===== src/verilog/unit_clock_gating_pkg.sv =====
package unit_clock_gating_pkg;
    localparam logic [15:0] ADDR_RENDER_ONE = 16'h6204;
    localparam logic [15:0] ADDR_RENDER_TWO = 16'h6208;
    localparam logic [15:0] ADDR_RAM_BANK = 16'h6210;
    localparam logic [15:0] ADDR_DYN_EU = 16'h6214;
    localparam logic [15:0] ADDR_EU_STATUS = 16'h6218;
    localparam logic [31:0] RESET_RENDER_ONE = 32'h0000_0000;
    localparam logic [31:0] RESET_RENDER_TWO = 32'h0000_0000;
    localparam logic [31:0] RESET_RAM_BANK = 32'h0000_0000;
    localparam logic [15:0] RESET_DYN_EU = 16'h0000;
    localparam logic [31:0] MASK_RENDER_ONE = 32'h7FE3_F87F;
    localparam logic [31:0] MASK_RENDER_TWO = 32'h0007_FFFF;
    localparam logic [31:0] MASK_RAM_BANK = 32'hFFFF_FFFF;
    localparam logic [15:0] MASK_DYN_EU = 16'hE01F;
    localparam logic [15:0] MASK_DYN_EU_LOCKED = 16'hE013;
    localparam int FBC_BIT = 16;
    localparam int THR_LSB = 13;
    localparam int THR_MSB = 15;
    localparam int LOCK_BIT = 7;
    localparam logic [1:0] EU_MODE_NONE = 2'h0;
    localparam logic [1:0] EU_MODE_ATMOST_ONE = 2'h1;
    localparam logic [1:0] EU_MODE_ATLEAST_ONE = 2'h2;
    localparam logic [1:0] EU_MODE_TWO = 2'h3;
endpackage : unit_clock_gating_pkg


===== src/verilog/unit_clock_gating_ctrl.sv =====
// Overview of operation
// - Bit one forces unit clock running
// - Absent compression bit reads zero, unconnected
// - Second render register, bits 18:0 used
// - RAM bank bit one keeps clock running
// - RAM register exists on mobile variant only
// - Mode selects zero, one or two units
// - Sixteen bit register, lock freezes fields
// - Units re-enabled once throttle reaches threshold
// - Threshold code selects 12.5 percent band
// - First render register at 0x6204, reset zero
module unit_clock_gating_ctrl
    import unit_clock_gating_pkg::*;
#(
    parameter bit HAS_RAM_GATING = 1'b1,
    parameter bit HAS_FBC = 1'b1,
    parameter int NUM_EU_GATE = 2
) (
    input wire logic clk_sys,
    input wire logic rstn,
    input wire logic psel,
    input wire logic penable,
    input wire logic pwrite,
    input wire logic [15:0] paddr,
    input wire logic [31:0] pwdata,
    input wire logic [3:0] pstrb,
    output logic [31:0] prdata,
    output logic pready,
    output logic pslverr,
    input wire logic lock_pin,
    input wire logic engine_active,
    input wire logic [6:0] engine_throttle_pct,
    input wire logic [31:0] render_one_enable,
    input wire logic [31:0] render_two_enable,
    input wire logic [31:0] ram_bank_enable,
    output logic [31:0] render_one_clk_run,
    output logic [31:0] render_two_clk_run,
    output logic [31:0] ram_bank_clk_run,
    output logic [1:0] exec_unit_gate_allow
);
    if (NUM_EU_GATE != 2) begin : g_eu_count_check
        $error("NUM_EU_GATE must be 2");
    end

    typedef struct packed {
        logic [31:0] render_one;
        logic [31:0] render_two;
        logic [31:0] ram_bank;
        logic [15:0] dyn_eu;
        logic [1:0] lock_sync;
        logic [1:0] active_sync;
        logic [13:0] pct_sync;
        logic [6:0] pct_hold;
        logic [31:0] rdata;
        logic [31:0] run_one;
        logic [31:0] run_two;
        logic [31:0] run_ram;
        logic [1:0] gate_allow;
    } state_s;

    state_s state_q;
    state_s state_d;
    logic [2:0] band;

    function automatic logic [31:0] merge(input logic [31:0] old, input logic [31:0] wd,
            input logic [3:0] strb, input logic [31:0] mask);
        logic [31:0] res;
        res = old;
        for (int i = 0; i < 4; i++) begin
            if (strb[i]) begin
                res[i*8 +: 8] = wd[i*8 +: 8];
            end
        end
        return res & mask;
    endfunction : merge

    function automatic logic mapped(input logic [15:0] a);
        return a == ADDR_RENDER_ONE || a == ADDR_RENDER_TWO || a == ADDR_DYN_EU || a == ADDR_EU_STATUS
            || (HAS_RAM_GATING && a == ADDR_RAM_BANK);
    endfunction : mapped

    function automatic logic [1:0] mode_mask(input logic [1:0] mode);
        logic [1:0] allow;
        case (mode)
            EU_MODE_NONE: begin
                allow = 2'h0;
            end
            EU_MODE_ATMOST_ONE: begin
                allow = 2'h1;
            end
            EU_MODE_ATLEAST_ONE: begin
                allow = 2'h1;
            end
            EU_MODE_TWO: begin
                allow = 2'h3;
            end
            default: begin
                allow = 2'h0;
            end
        endcase
        return allow;
    endfunction : mode_mask

    // Band is taken from the held percentage, never from a word in flight
    throttle_band throttle_band_inst (
        .throttle_pct(state_q.pct_hold),
        .band(band)
    );

    logic [31:0] mask_one;
    logic [15:0] dyn_mask;
    logic [31:0] dyn_word;
    logic access;
    logic wr_access;
    logic rd_setup;
    logic throttle_met;
    logic [2:0] threshold;

    always_comb begin
        state_d = state_q;
        mask_one = MASK_RENDER_ONE;
        if (!HAS_FBC) begin
            mask_one[FBC_BIT] = 1'b0;
        end
        access = psel && penable;
        wr_access = access && pwrite;
        rd_setup = psel && !penable && !pwrite;
        dyn_word = 32'h0000_0000;
        state_d.lock_sync = {state_q.lock_sync[0], lock_pin};
        state_d.active_sync = {state_q.active_sync[0], engine_active};
        state_d.pct_sync = {state_q.pct_sync[6:0], engine_throttle_pct};
        // Percentage crosses as a word: take it only once two samples agree
        if (state_q.pct_sync[13:7] == state_q.pct_sync[6:0]) begin
            state_d.pct_hold = state_q.pct_sync[13:7];
        end
        threshold = state_q.dyn_eu[THR_MSB:THR_LSB];
        throttle_met = band >= threshold;
        dyn_mask = state_q.lock_sync[1] ? MASK_DYN_EU_LOCKED : MASK_DYN_EU;
        if (wr_access) begin
            case (paddr)
                ADDR_RENDER_ONE: begin
                    state_d.render_one = merge(state_q.render_one, pwdata, pstrb, mask_one);
                end
                ADDR_RENDER_TWO: begin
                    state_d.render_two = merge(state_q.render_two, pwdata, pstrb, MASK_RENDER_TWO);
                end
                ADDR_RAM_BANK: begin
                    if (HAS_RAM_GATING) begin
                        state_d.ram_bank = merge(state_q.ram_bank, pwdata, pstrb, MASK_RAM_BANK);
                    end
                end
                ADDR_DYN_EU: begin
                    dyn_word = merge({16'h0000, state_q.dyn_eu}, pwdata, pstrb, {16'h0000, dyn_mask});
                    state_d.dyn_eu = dyn_word[15:0] | (state_q.dyn_eu & ~dyn_mask);
                end
                default: begin
                    state_d.rdata = state_q.rdata;
                end
            endcase
        end
        if (rd_setup) begin
            case (paddr)
                ADDR_RENDER_ONE: begin
                    state_d.rdata = state_q.render_one;
                end
                ADDR_RENDER_TWO: begin
                    state_d.rdata = state_q.render_two;
                end
                ADDR_RAM_BANK: begin
                    state_d.rdata = HAS_RAM_GATING ? state_q.ram_bank : 32'h0000_0000;
                end
                ADDR_DYN_EU: begin
                    state_d.rdata = {16'h0000, state_q.dyn_eu};
                end
                ADDR_EU_STATUS: begin
                    state_d.rdata = {27'h0, throttle_met, band, state_q.active_sync[1]};
                end
                default: begin
                    state_d.rdata = 32'h0000_0000;
                end
            endcase
        end
        state_d.run_one = state_q.render_one | render_one_enable;
        state_d.run_two = state_q.render_two | render_two_enable;
        state_d.run_ram = HAS_RAM_GATING ? (state_q.ram_bank | ram_bank_enable) : ram_bank_enable;
        state_d.gate_allow = mode_mask(state_q.dyn_eu[1:0]);
        // Engine-driven mode: gate only while active and below threshold
        if (state_q.dyn_eu[2]) begin
            if (!state_q.active_sync[1] || throttle_met) begin
                state_d.gate_allow = 2'h0;
            end
        end
    end

    always_ff @(posedge clk_sys or negedge rstn) begin
        if (!rstn) begin
            state_q <= '0;
            state_q.render_one <= RESET_RENDER_ONE;
            state_q.render_two <= RESET_RENDER_TWO;
            state_q.ram_bank <= RESET_RAM_BANK;
            state_q.dyn_eu <= RESET_DYN_EU;
        end else begin
            state_q <= state_d;
        end
    end

    assign pready = 1'b1;
    assign pslverr = psel && penable && !mapped(paddr);
    assign prdata = state_q.rdata;
    assign render_one_clk_run = state_q.run_one;
    assign render_two_clk_run = state_q.run_two;
    assign ram_bank_clk_run = state_q.run_ram;
    assign exec_unit_gate_allow = state_q.gate_allow;
endmodule : unit_clock_gating_ctrl


===== src/verilog/throttle_band.sv =====
module throttle_band
    import unit_clock_gating_pkg::*;
(
    input wire logic [6:0] throttle_pct,
    output logic [2:0] band
);
    // Eight 12.5 percent bands, in eighths compared as pct*8/100
    logic [9:0] scaled;
    always_comb begin
        scaled = 10'(throttle_pct) * 10'h008;
        if (throttle_pct >= 7'h64) begin
            band = 3'h7;
        end else begin
            band = 3'(scaled / 10'h064);
        end
    end
endmodule : throttle_band


===== config.mk =====
export PLATFORM = sky130hd
export DESIGN_NAME = unit_clock_gating_ctrl
export DESIGN_NICKNAME = d
export VERILOG_FILES = /design/src/verilog/unit_clock_gating_pkg.sv /design/src/verilog/unit_clock_gating_ctrl.sv /design/src/verilog/throttle_band.sv
export SDC_FILE = /design/constraint.sdc
export NUM_CORES = 1
export LEC_CHECK = 0
export BUFFER_PORTS_ARGS = -buffer_cell sky130_fd_sc_hd__buf_2
export CAP_MARGIN = 20
export CORE_MARGIN = 4
export CORE_UTILIZATION = 45
export DETAILED_ROUTE_END_ITERATION = 8
export GPL_ROUTABILITY_DRIVEN = 0
export PLACE_DENSITY = 0.77
export SLEW_MARGIN = 25
export SYNTH_ARGS = -nofsm -noshare
export SYNTH_HDL_FRONTEND = slang
export SYNTH_SLANG_ARGS = --single-unit

===== constraint.sdc =====
create_clock -name clk_sys -period 4.45 [get_ports clk_sys]
set_input_delay 0.2225 -clock clk_sys [delete_from_list [all_inputs] [get_ports clk_sys]]
set_output_delay 0.2225 -clock clk_sys [all_outputs]
set_load 0.1 [all_outputs]

==> flow_metrics.tcl, run 1 <==
set metrics [dict create \
    status "completed" \
    cts_resized 0 \
    ioPinCount 294 \
    ys_seq_area_frac 0.5796 \
    clock_path_buffers 3 \
    worstPathArrival_ps 4510 \
    drt_iter0_markers 429 \
    slowest_stage "or3b_2" \
    drive_gt1_frac 0.4648 \
    nets 1299 \
    ir_drop_uv 240.1 \
    dpl.hpwl_um 17880 \
    path_cells "buf_4 > or3b_2 > a21oi_1 > o21ai_0 > and2_1 > ha_1 > o31a_1 > a41o_1 > o32a_1 > o211a_1 > ha_1 > nand2b_1 > a21o_1 > a21o_1 > a22oi_1 > a21oi_1 > a21o_1" \
    h-tree-depth 1 \
    vias_per_cell 5.074 \
    cp_max_fo 23 \
    cp_num_buf_inv 1 \
    tightest_slew_ps 1053 \
    post_synth_main_area_contributors "dfrtp_1, buf_4, mux2_2, or2_2, nand2_1" \
    fmax_ghz 0.2433 \
    finalCriticalPeriod_ps 4109 \
    finalHoldViolations 0 \
    synth_cell_types 65 \
    rows 55 \
    syn_nets 983 \
    period_share 0.9235 \
    design.core.area_mm2 0.02257 \
    synthTopCellsByCount "dfrtp_1, buf_4, mux2_2, or2_2, nand2_1" \
    gr-total-overflow 0 \
    die_area_mm2 0.02532 \
    crit_path_end_kind "flop" \
    first_pass_iters 5 \
    avgSynthCellArea_um2 12.59 \
    setup_tns_ps 0 \
    wl_um 27070 \
    p_leak_nw 6.769 \
    synth_warnings 0 \
    cp_top_family "compound AO/OA/AOI/OAI gates" \
    instances_no_fill 1439 \
    grt_pass1_wl_um 43190 \
    drc_errors 0 \
    portBuffers 292 \
    crit_top_cell "a21o_1" \
    power_density_mw_per_mm2 409.3 \
    synthCells 816 \
    nFillCells 1761 \
    hold_class "in2reg" \
    cts_tree "done" \
    fin_skew_ps 13.88 \
    ys.flop_type "dfrtp_1" \
    ys_ff_latch 238 \
    clk_pin_slew_ps 60 \
    setup_viol 0 \
    critical_path_class "reg2reg" \
    start_util 0.4553 \
    postRouteAntennaNets 0 \
    grt_pass1_vias 8020 \
    cts_hold_buf 138 \
    grt_antenna_before_repair 3 \
    cts_made_buffers 26 \
    clk_latency_ps 520 \
    drv_cap 0 \
    worstPathRequired_ps 4850 \
    hold_slack_ps 126.2 \
    synth_edf_count 0 \
    timing.final.max_slew_violations 0 \
    grt_use_total 0.2103 \
    ys_async_sr_fraction 1.000 \
    die_h_um 159.1 \
    regToRegSetupSlack_ps 340 \
    max_stage_delay_ps 450 \
    synth_largest_area_cell "dfrtp_1" \
    rsz0062_at_grt "no" \
    p_total_mw 5.504 \
    grt_max_degree 117 \
    fp.dieW_um 159.1 \
    synth_top_area_frac 0.5796 \
    syn_to_final_growth_pct 30.84 \
    cts.sinks 238 \
    placed_cells 1251 \
    wl_per_cell_um 18.81 \
    syn_area_mm2 0.01028 \
    cts_setup_buffers 0 \
    synth.most_common_cell "dfrtp_1" \
    start_kind "flop" \
    maxSlewHeadroom 0.2925 \
    vias 7301 \
    root_buffer "clkbuf_16" \
]
path summary, 6_finish.rpt:
check                      cells past startpoint                      to         start
setup / recovery                              17               prdata[4]  state_q[136]
min in group asynchronous                      2  render_one_clk_run[16]          rstn
max in group asynchronous                      3            state_q[265]          rstn
setup reg to reg                              17               prdata[4]  state_q[136]
hold reg to reg                                0            state_q[152]  state_d[152]
hold / removal                                 4              prdata[20]        pwrite
kinds of logic (layout without fill, tap and decap cells):
group,after synthesis,in the layout,share of synthesized area
buf+inv,161,496,0.1084
mux,88,88,0.09619
other cells,1,4,0.0003649
fa+ha+maj,5,5,0.006088
flops,238,238,0.5796
simple gates,201,201,0.1260
compound gates,113,113,0.07574
xor+xnor,9,9,0.007671
registers in the layout, summed over array words and instances (netlist names), named ones only:
name	count
ram_bank_clk_run	32
render_one_clk_run	32
state_q	97
prdata	32
state_d	9
render_two_clk_run	32
exec_unit_gate_allow	2
worst reg2reg max path: stages (launching register included):
cell      delay [ps]
dfrtp_1          380
buf_4            200
or3b_2           450
a21oi_1          130
o21ai_0          120
and2_1           210
ha_1             270
o31a_1           310
a41o_1           210
o32a_1           280
o211a_1          250
ha_1             270
nand2b_1         140
a21o_1           170
a21o_1           180
a22oi_1          170
a21oi_1           90
a21o_1           180
report_power, final:
part           leakage [nW]  total [mW]  switching (mW)  internal, mW
Combinational          3.27       0.959           0.640         0.318
Sequential             3.05        2.27          0.0378          2.23
Clock                 0.454        2.28           0.852          1.42
layer usage:
metal / up-vias / GRT usage / part of all wire
li1: 3347 / - / -
met1: 3618 / 0.2506 / 0.39
met2: 261 / 0.3710 / 0.51
met3: 75 / 0.04530 / 0.056
met4: 0 / 0.08679 / 0.039
met5: - / 0 / 0
metrics by stage:
stage               setup slack, ps  cell area, um2  utilization
floorplan                     452.4           10280            -
global placement              468.4           11130       0.4932
detailed placement            362.4           11130       0.4932
CTS                           344.0           13440       0.5953
global route                  100.4           13450       0.5957
finish                        340.6           13450       0.5957
final cells by class:
cell class | instances | area (um2) | area share
Antenna cell | 3 | 7.507 | 0.0005583
Clock buffer | 36 | 759.5 | 0.05649
Clock inverter | 11 | 165.2 | 0.01228
Inverter | 6 | 22.52 | 0.001675
Multi-Input combinational cell | 417 | 3216 | 0.2392
Sequential cell | 238 | 5956 | 0.4430
Tap cell | 285 | 356.6 | 0.02652
Timing Repair Buffer | 443 | 2963 | 0.2204
cells in the final DEF (no fill, tap or decap), types with 4 or more instances in the layout:
cell type / instances
nand3_2: 5
buf_4: 12
nor4_4: 4
a22oi_1: 18
buf_2: 291
or2_2: 76
mux2_2: 86
o21ai_0: 28
nor2_8: 4
clkbuf_1: 4
nand3_1: 7
and3_1: 4
clkbuf_16: 27
a221oi_1: 4
or3_1: 5
nor2_1: 10
inv_1: 6
clkbuf_8: 5
xnor2_1: 6
a21oi_1: 14
dlygate4sd3_1: 138
bufinv_16: 4
o21ai_1: 7
ha_1: 5
dfrtp_1: 238
a222oi_1: 11
nor3_1: 5
nand2_1: 51
nand2b_1: 5
a21o_1: 8
a31oi_1: 4
clkinv_2: 4
Note: power is estimated with default switching activity, not from simulation.
==> run 2: changes to the inputs <==
--- a/config.mk
+++ b/config.mk
@@ -7,8 +7,10 @@
 export LEC_CHECK = 0
 export BUFFER_PORTS_ARGS = -buffer_cell sky130_fd_sc_hd__buf_2
 export CAP_MARGIN = 20
+export CORE_ASPECT_RATIO = 1.5
 export CORE_MARGIN = 4
 export CORE_UTILIZATION = 45
+export CTS_BUF_LIST = sky130_fd_sc_hd__clkbuf_16
 export DETAILED_ROUTE_END_ITERATION = 8
 export GPL_ROUTABILITY_DRIVEN = 0
 export PLACE_DENSITY = 0.77
==> run 2 against run 1 <==
Effect of this change:
- cell area decreased by 1.6%
- hold slack improved by 2.2 ps
- clock skew increased by 4.2 ps
- wire length increased by 3.5%
- clock-buffer cell count decreased by 13
- final cell count decreased by 1.0%
- global-route usage increased by 0.78 points
- register-to-register slack got worse by 60 ps
- worst setup slack got worse by 63 ps
- sequential share of layout area increased by 0.72 points
- core utilization decreased by 0.46 points
- via count increased by 0.70%
==> flow_metrics.tcl, run 2 (synthesis results as in run 1) <==
set metrics [dict create \
    status "completed" \
    intPower_mw 3.612 \
    rr_worst_depth 16 \
    grt_use_total 0.2181 \
    seqPwrFrac 0.444 \
    crit_top_cell "a21o_1" \
    dpl.hpwl_um 18160 \
    gr-total-overflow 0 \
    sw_frac_of_total 0.2933 \
    cts_setup_buffers 0 \
    finalHoldViolations 0 \
    vias_per_cell 5.163 \
    maxSlewHeadroom 0.3397 \
    path_cells "or4b_2 > a21oi_1 > nor2_1 > and2_1 > ha_1 > o31a_1 > a41o_1 > o32a_1 > o211a_1 > ha_1 > nand2b_1 > a21o_1 > a21o_1 > a22oi_1 > a21oi_1 > a21o_1" \
    fmax_ghz 0.2397 \
    placed_cells 1242 \
    grt_pass1_wl_um 43800 \
    min_to "prdata[31]" \
    syn_to_final_growth_pct 28.73 \
    drive_gt1_frac 0.4572 \
    combPwrFrac 0.188 \
    worstPathArrival_ps 4580 \
    r2r_end "prdata[4]" \
    setup_tns_ps 0 \
    fp.dieW_um 131.4 \
    p_switching_mw 1.499 \
    grt_pass1_vias 8066 \
    timing.final.max_slew_violations 0 \
    tightest_slew_ps 982.3 \
    grt_max_degree 116 \
    die_area_mm2 0.02537 \
    drc_errors 0 \
    final_util 0.5910 \
    rows 67 \
    period_share 0.9376 \
    finalCriticalPeriod_ps 4172 \
    clockPowerShare 0.368 \
    layout_common_cells "buf_2, dfrtp_1, dlygate4sd3_1, mux2_2, or2_2" \
    portBuffers 292 \
    cp_max_fo 11 \
    nets 1296 \
    cts_tree "done" \
    worstReg2RegStart "state_q[136]" \
    instances_no_fill 1424 \
    final_common_cell "buf_2" \
    regToRegSetupSlack_ps 280 \
    cts_resized 0 \
    fin_skew_ps 18.11 \
    postRouteAntennaNets 0 \
    critical_path_class "reg2reg" \
    dp_slack_ps 308.2 \
    ioPinCount 294 \
    cp_num_buf_inv 0 \
    slowest_stage "or4b_2" \
    largest_register "state_q" \
    drt_iter0_markers 297 \
    p_total_mw 5.111 \
    start_util 0.4591 \
    root_buffer "clkbuf_16" \
    p_leak_nw 6.687 \
    vias 7352 \
    nFillCells 1707 \
    rsz0062_at_grt "no" \
    die_h_um 193.1 \
    setup_viol 0 \
    start_kind "flop" \
    setup_ws_ps 277.9 \
    grt_antenna_before_repair 3 \
    wl_um 28020 \
    ir_drop_uv 535.8 \
    cts_made_buffers 23 \
    drv_cap 0 \
    clk_latency_ps 510 \
    largest_register_ffs 97 \
    cp_top_family "compound AO/OA/AOI/OAI gates" \
    cts.sinks 238 \
    max_stage_delay_ps 640 \
    first_pass_iters 5 \
    min_path_cells 4 \
    clock_path_buffers 3 \
    holdCritStartpoint "pwrite" \
    clk_pin_slew_ps 60 \
    wl_per_cell_um 19.68 \
    hold_class "in2reg" \
    cts_hold_buf 138 \
    crit_path_end_kind "flop" \
    worstPathRequired_ps 4850 \
    hold_slack_ps 128.3 \
    power_density_mw_per_mm2 386.4 \
    h-tree-depth 1 \
    place_area_mm2 0.01112 \
    design.core.area_mm2 0.02238 \
    fin_area_mm2 0.01323 \
]
run 2: power by group through the flow:
stage	sequential, mW	combinational (mW)	clock (mW)
floorplan	2.29	0.690	0
global placement	2.30	0.835	0
detailed placement	2.31	0.853	0
CTS	2.27	0.953	1.93
global route	2.28	1.03	2.01
finish	2.27	0.960	1.88
run 2: worst max-delay path by stage:
stage,cells after the start,end,slack [ps],start
after global placement,16,prdata[4],390,state_q[136]
final,16,prdata[4],280,state_q[136]
after CTS,16,prdata[4],280,state_q[136]
after floorplan,17,prdata[4],450,state_q[133]
after global routing,16,prdata[4],40,state_q[136]
after detailed placement,16,prdata[4],310,state_q[136]
run 2: area by class of cell:
type | instances | area, um2 | area share
sequential | 238 | 5956 | 0.4502
multi-input combinational | 417 | 3216 | 0.2431
timing repair buffer | 443 | 2963 | 0.2240
clock buffer | 23 | 575.6 | 0.04351
tap | 276 | 345.3 | 0.02610
clock inverter | 19 | 146.4 | 0.01107
inverter | 6 | 22.52 | 0.001702
antenna | 2 | 5.005 | 0.0003783
run 2: worst reg2reg max path: cells and delay by family (launching register included):
family	cells	cell delay, ps
AOI/OAI and AO/OA	10	1990
adders and majority gates	2	540
DFF	1	530
and+or+nand+nor	4	1040
run 2: metal layers:
metal / global-route usage / wire length [um]
met4: 0.09095 / 1139
met2: 0.4255 / 15400
met5: 0 / 7
met1: 0.2295 / 9784
met3: 0.04258 / 1687
==> run 3: changes to the inputs <==
--- a/config.mk
+++ b/config.mk
@@ -14,6 +14,7 @@
 export DETAILED_ROUTE_END_ITERATION = 8
 export GPL_ROUTABILITY_DRIVEN = 0
 export PLACE_DENSITY = 0.77
+export SETUP_SLACK_MARGIN = 0.05
 export SLEW_MARGIN = 25
 export SYNTH_ARGS = -nofsm -noshare
 export SYNTH_HDL_FRONTEND = slang
==> constraint.sdc (replaced) <==
create_clock -name clk_sys -period 4.45 [get_ports clk_sys]
set_input_delay 0.2225 -clock clk_sys [delete_from_list [all_inputs] [get_ports clk_sys]]
set_output_delay 0.2225 -clock clk_sys [all_outputs]
set_load 0.01 [all_outputs]
==> run 3 against run 2 <==
Effect of this change:
- register-to-register slack improved by 60 ps
- worst setup slack improved by 63 ps
- first-iteration DRC count decreased by 4.4%
- sequential power about the same
- clock skew increased by 1.0 ps
- core utilization about the same
- cell area about the same
- critical endpoint unchanged
- largest cell class unchanged
==> flow_metrics.tcl, run 3 (synthesis results as in run 1) <==
set metrics [dict create \
    critical_path_class "reg2reg" \
    drv_cap 0 \
    drive_gt1_frac 0.4581 \
    cts_made_buffers 23 \
    finalCriticalPeriod_ps 4109 \
    setup_tns_ps 0 \
    drt_iter0_markers 284 \
    maxSlewHeadroom 0.3409 \
    nFillCells 1706 \
    drc_errors 0 \
    timing.final.max_slew_violations 0 \
    dpl.hpwl_um 18160 \
    slowest_stage "or4b_2" \
    rows 67 \
    root_buffer "clkbuf_16" \
    fp.dieW_um 131.4 \
    worstPathArrival_ps 4510 \
    fin_skew_ps 19.13 \
    path_cells "or4b_2 > a21oi_1 > nor2_1 > and2_1 > ha_1 > o31a_1 > a41o_1 > o32a_1 > o211a_1 > ha_1 > nand2b_1 > a21o_1 > a21o_1 > a22oi_1 > a21oi_1 > a21o_1" \
    wl_um 28070 \
    clk_pin_slew_ps 60 \
    period_share 0.9233 \
    met1_usage 0.2295 \
    finalHoldViolations 0 \
    final_common_cell "buf_2" \
    vias_per_cell 5.161 \
    grt_util_met2 0.4255 \
    die_h_um 193.1 \
    start_util 0.4591 \
    top_usage_layer "met2" \
    status "completed" \
    clk_latency_ps 510 \
    hold_class "in2reg" \
    layout_common_cells "buf_2, dfrtp_1, dlygate4sd3_1, mux2_2, or2_2" \
    die_area_mm2 0.02537 \
    crit_top_cell "a21o_1" \
    postRouteAntennaNets 0 \
    grt_use_met3 0.04258 \
    rsz0062_at_grt "no" \
    wl_per_cell_um 19.71 \
    ir_drop_uv 535.7 \
    cp_max_fo 11 \
    start_kind "flop" \
    grt_pass1_vias 8066 \
    grt_max_degree 116 \
    largest_register "state_q" \
    vias 7349 \
    power_density_mw_per_mm2 362.3 \
    p_total_mw 4.793 \
    setup_viol 0 \
    fmax_ghz 0.2434 \
    tightest_slew_ps 980.5 \
    first_pass_iters 5 \
    h-tree-depth 1 \
    clock_path_buffers 3 \
    nets 1296 \
    portBuffers 292 \
    cts_setup_buffers 0 \
    syn_to_final_growth_pct 28.75 \
    ioPinCount 294 \
    cts.sinks 238 \
    gr-total-overflow 0 \
    cts_tree "done" \
    p_leak_nw 6.685 \
    worstPathRequired_ps 4860 \
    design.core.area_mm2 0.02238 \
    crit_path_end_kind "flop" \
    grt_use_total 0.2181 \
    max_stage_delay_ps 620 \
    grt_antenna_before_repair 3 \
    largest_register_ffs 97 \
    grt_pass1_wl_um 43800 \
]
[run 3: cell counts in the layout (fill, tap and decap cells not counted)]
No cell type changed its count.
[run 3: area by class of cell]
| cell class | count | area (um2) | area share |
|---|---|---|---|
| diodes | 2 | 5.005 | 0.0003783 |
| repair buffers | 443 | 2963 | 0.2239 |
| multi-input cells | 417 | 3216 | 0.2430 |
| flip-flops and latches | 238 | 5957 | 0.4503 |
| clock buffers | 23 | 575.6 | 0.04350 |
| well taps | 276 | 345.3 | 0.02610 |
| clock inverters | 19 | 146.4 | 0.01106 |
| inverters | 6 | 22.52 | 0.001702 |
[run 3: critical path: cells and delay by family, from the launching register on]
family	cells	cell delay (ps)
flip-flops	1	470
AO/OA/AOI/OAI	10	1990
adder cells (fa/ha/maj)	2	540
AND/OR/NAND/NOR	4	1020
[run 3: timing repair]
action,in CTS,in global routing
hold endpoints to repair,296,0
hold buffers,138,0
setup endpoints to repair,0,1
resized for setup,0,1
[run 3: worst paths after layout]
check / startpoint / end / slack, ps / cells past startpoint
worst max register to register: state_q[136] / prdata[4] / 340 / 16
worst min register to register: state_d[154] / state_q[154] / 350 / 0
min in group asynchronous: rstn / render_two_clk_run[3] / 340 / 2
worst max-delay path: state_q[136] / prdata[4] / 340 / 16
worst min-delay path: pwrite / prdata[31] / 130 / 4
max in group asynchronous: rstn / render_two_clk_run[20] / 3070 / 3
[run 3: metal layers]
layer | vias to the layer above | part of all wire
met3 | 74 | 0.060
met5 | - | 0.00025
met4 | 2 | 0.040
met1 | 3645 | 0.35
li1 | 3342 | -
met2 | 286 | 0.55
[run 3: power by group]
| group | switching [mW] | internal, mW | total, mW |
|---|---|---|---|
| combinational | 0.320 | 0.320 | 0.640 |
| sequential | 0.0405 | 2.23 | 2.27 |
| clock | 0.819 | 1.06 | 1.88 |
| total | 1.18 | 3.61 | 4.79 |
[run 3: per-stage QoR]
stage / utilization / cells / setup slack [ps] / area [um2] / hold slack, ps
6_report: 0.5911 / 1424 / 341.3 / 13230 / 128.5
5_1_grt: 0.5911 / 1424 / 102.4 / 13230 / 139.9
4_1_cts: 0.5908 / 1422 / 277.8 / 13220 / 104.7
3_5_place_dp: 0.4968 / 1242 / 308.2 / 11120 / 331.8
3_3_place_gp: 0.4968 / 1242 / 387.4 / 11120 / 330.0
2_1_floorplan: - / 816 / 452.4 / 10280 / -73.09
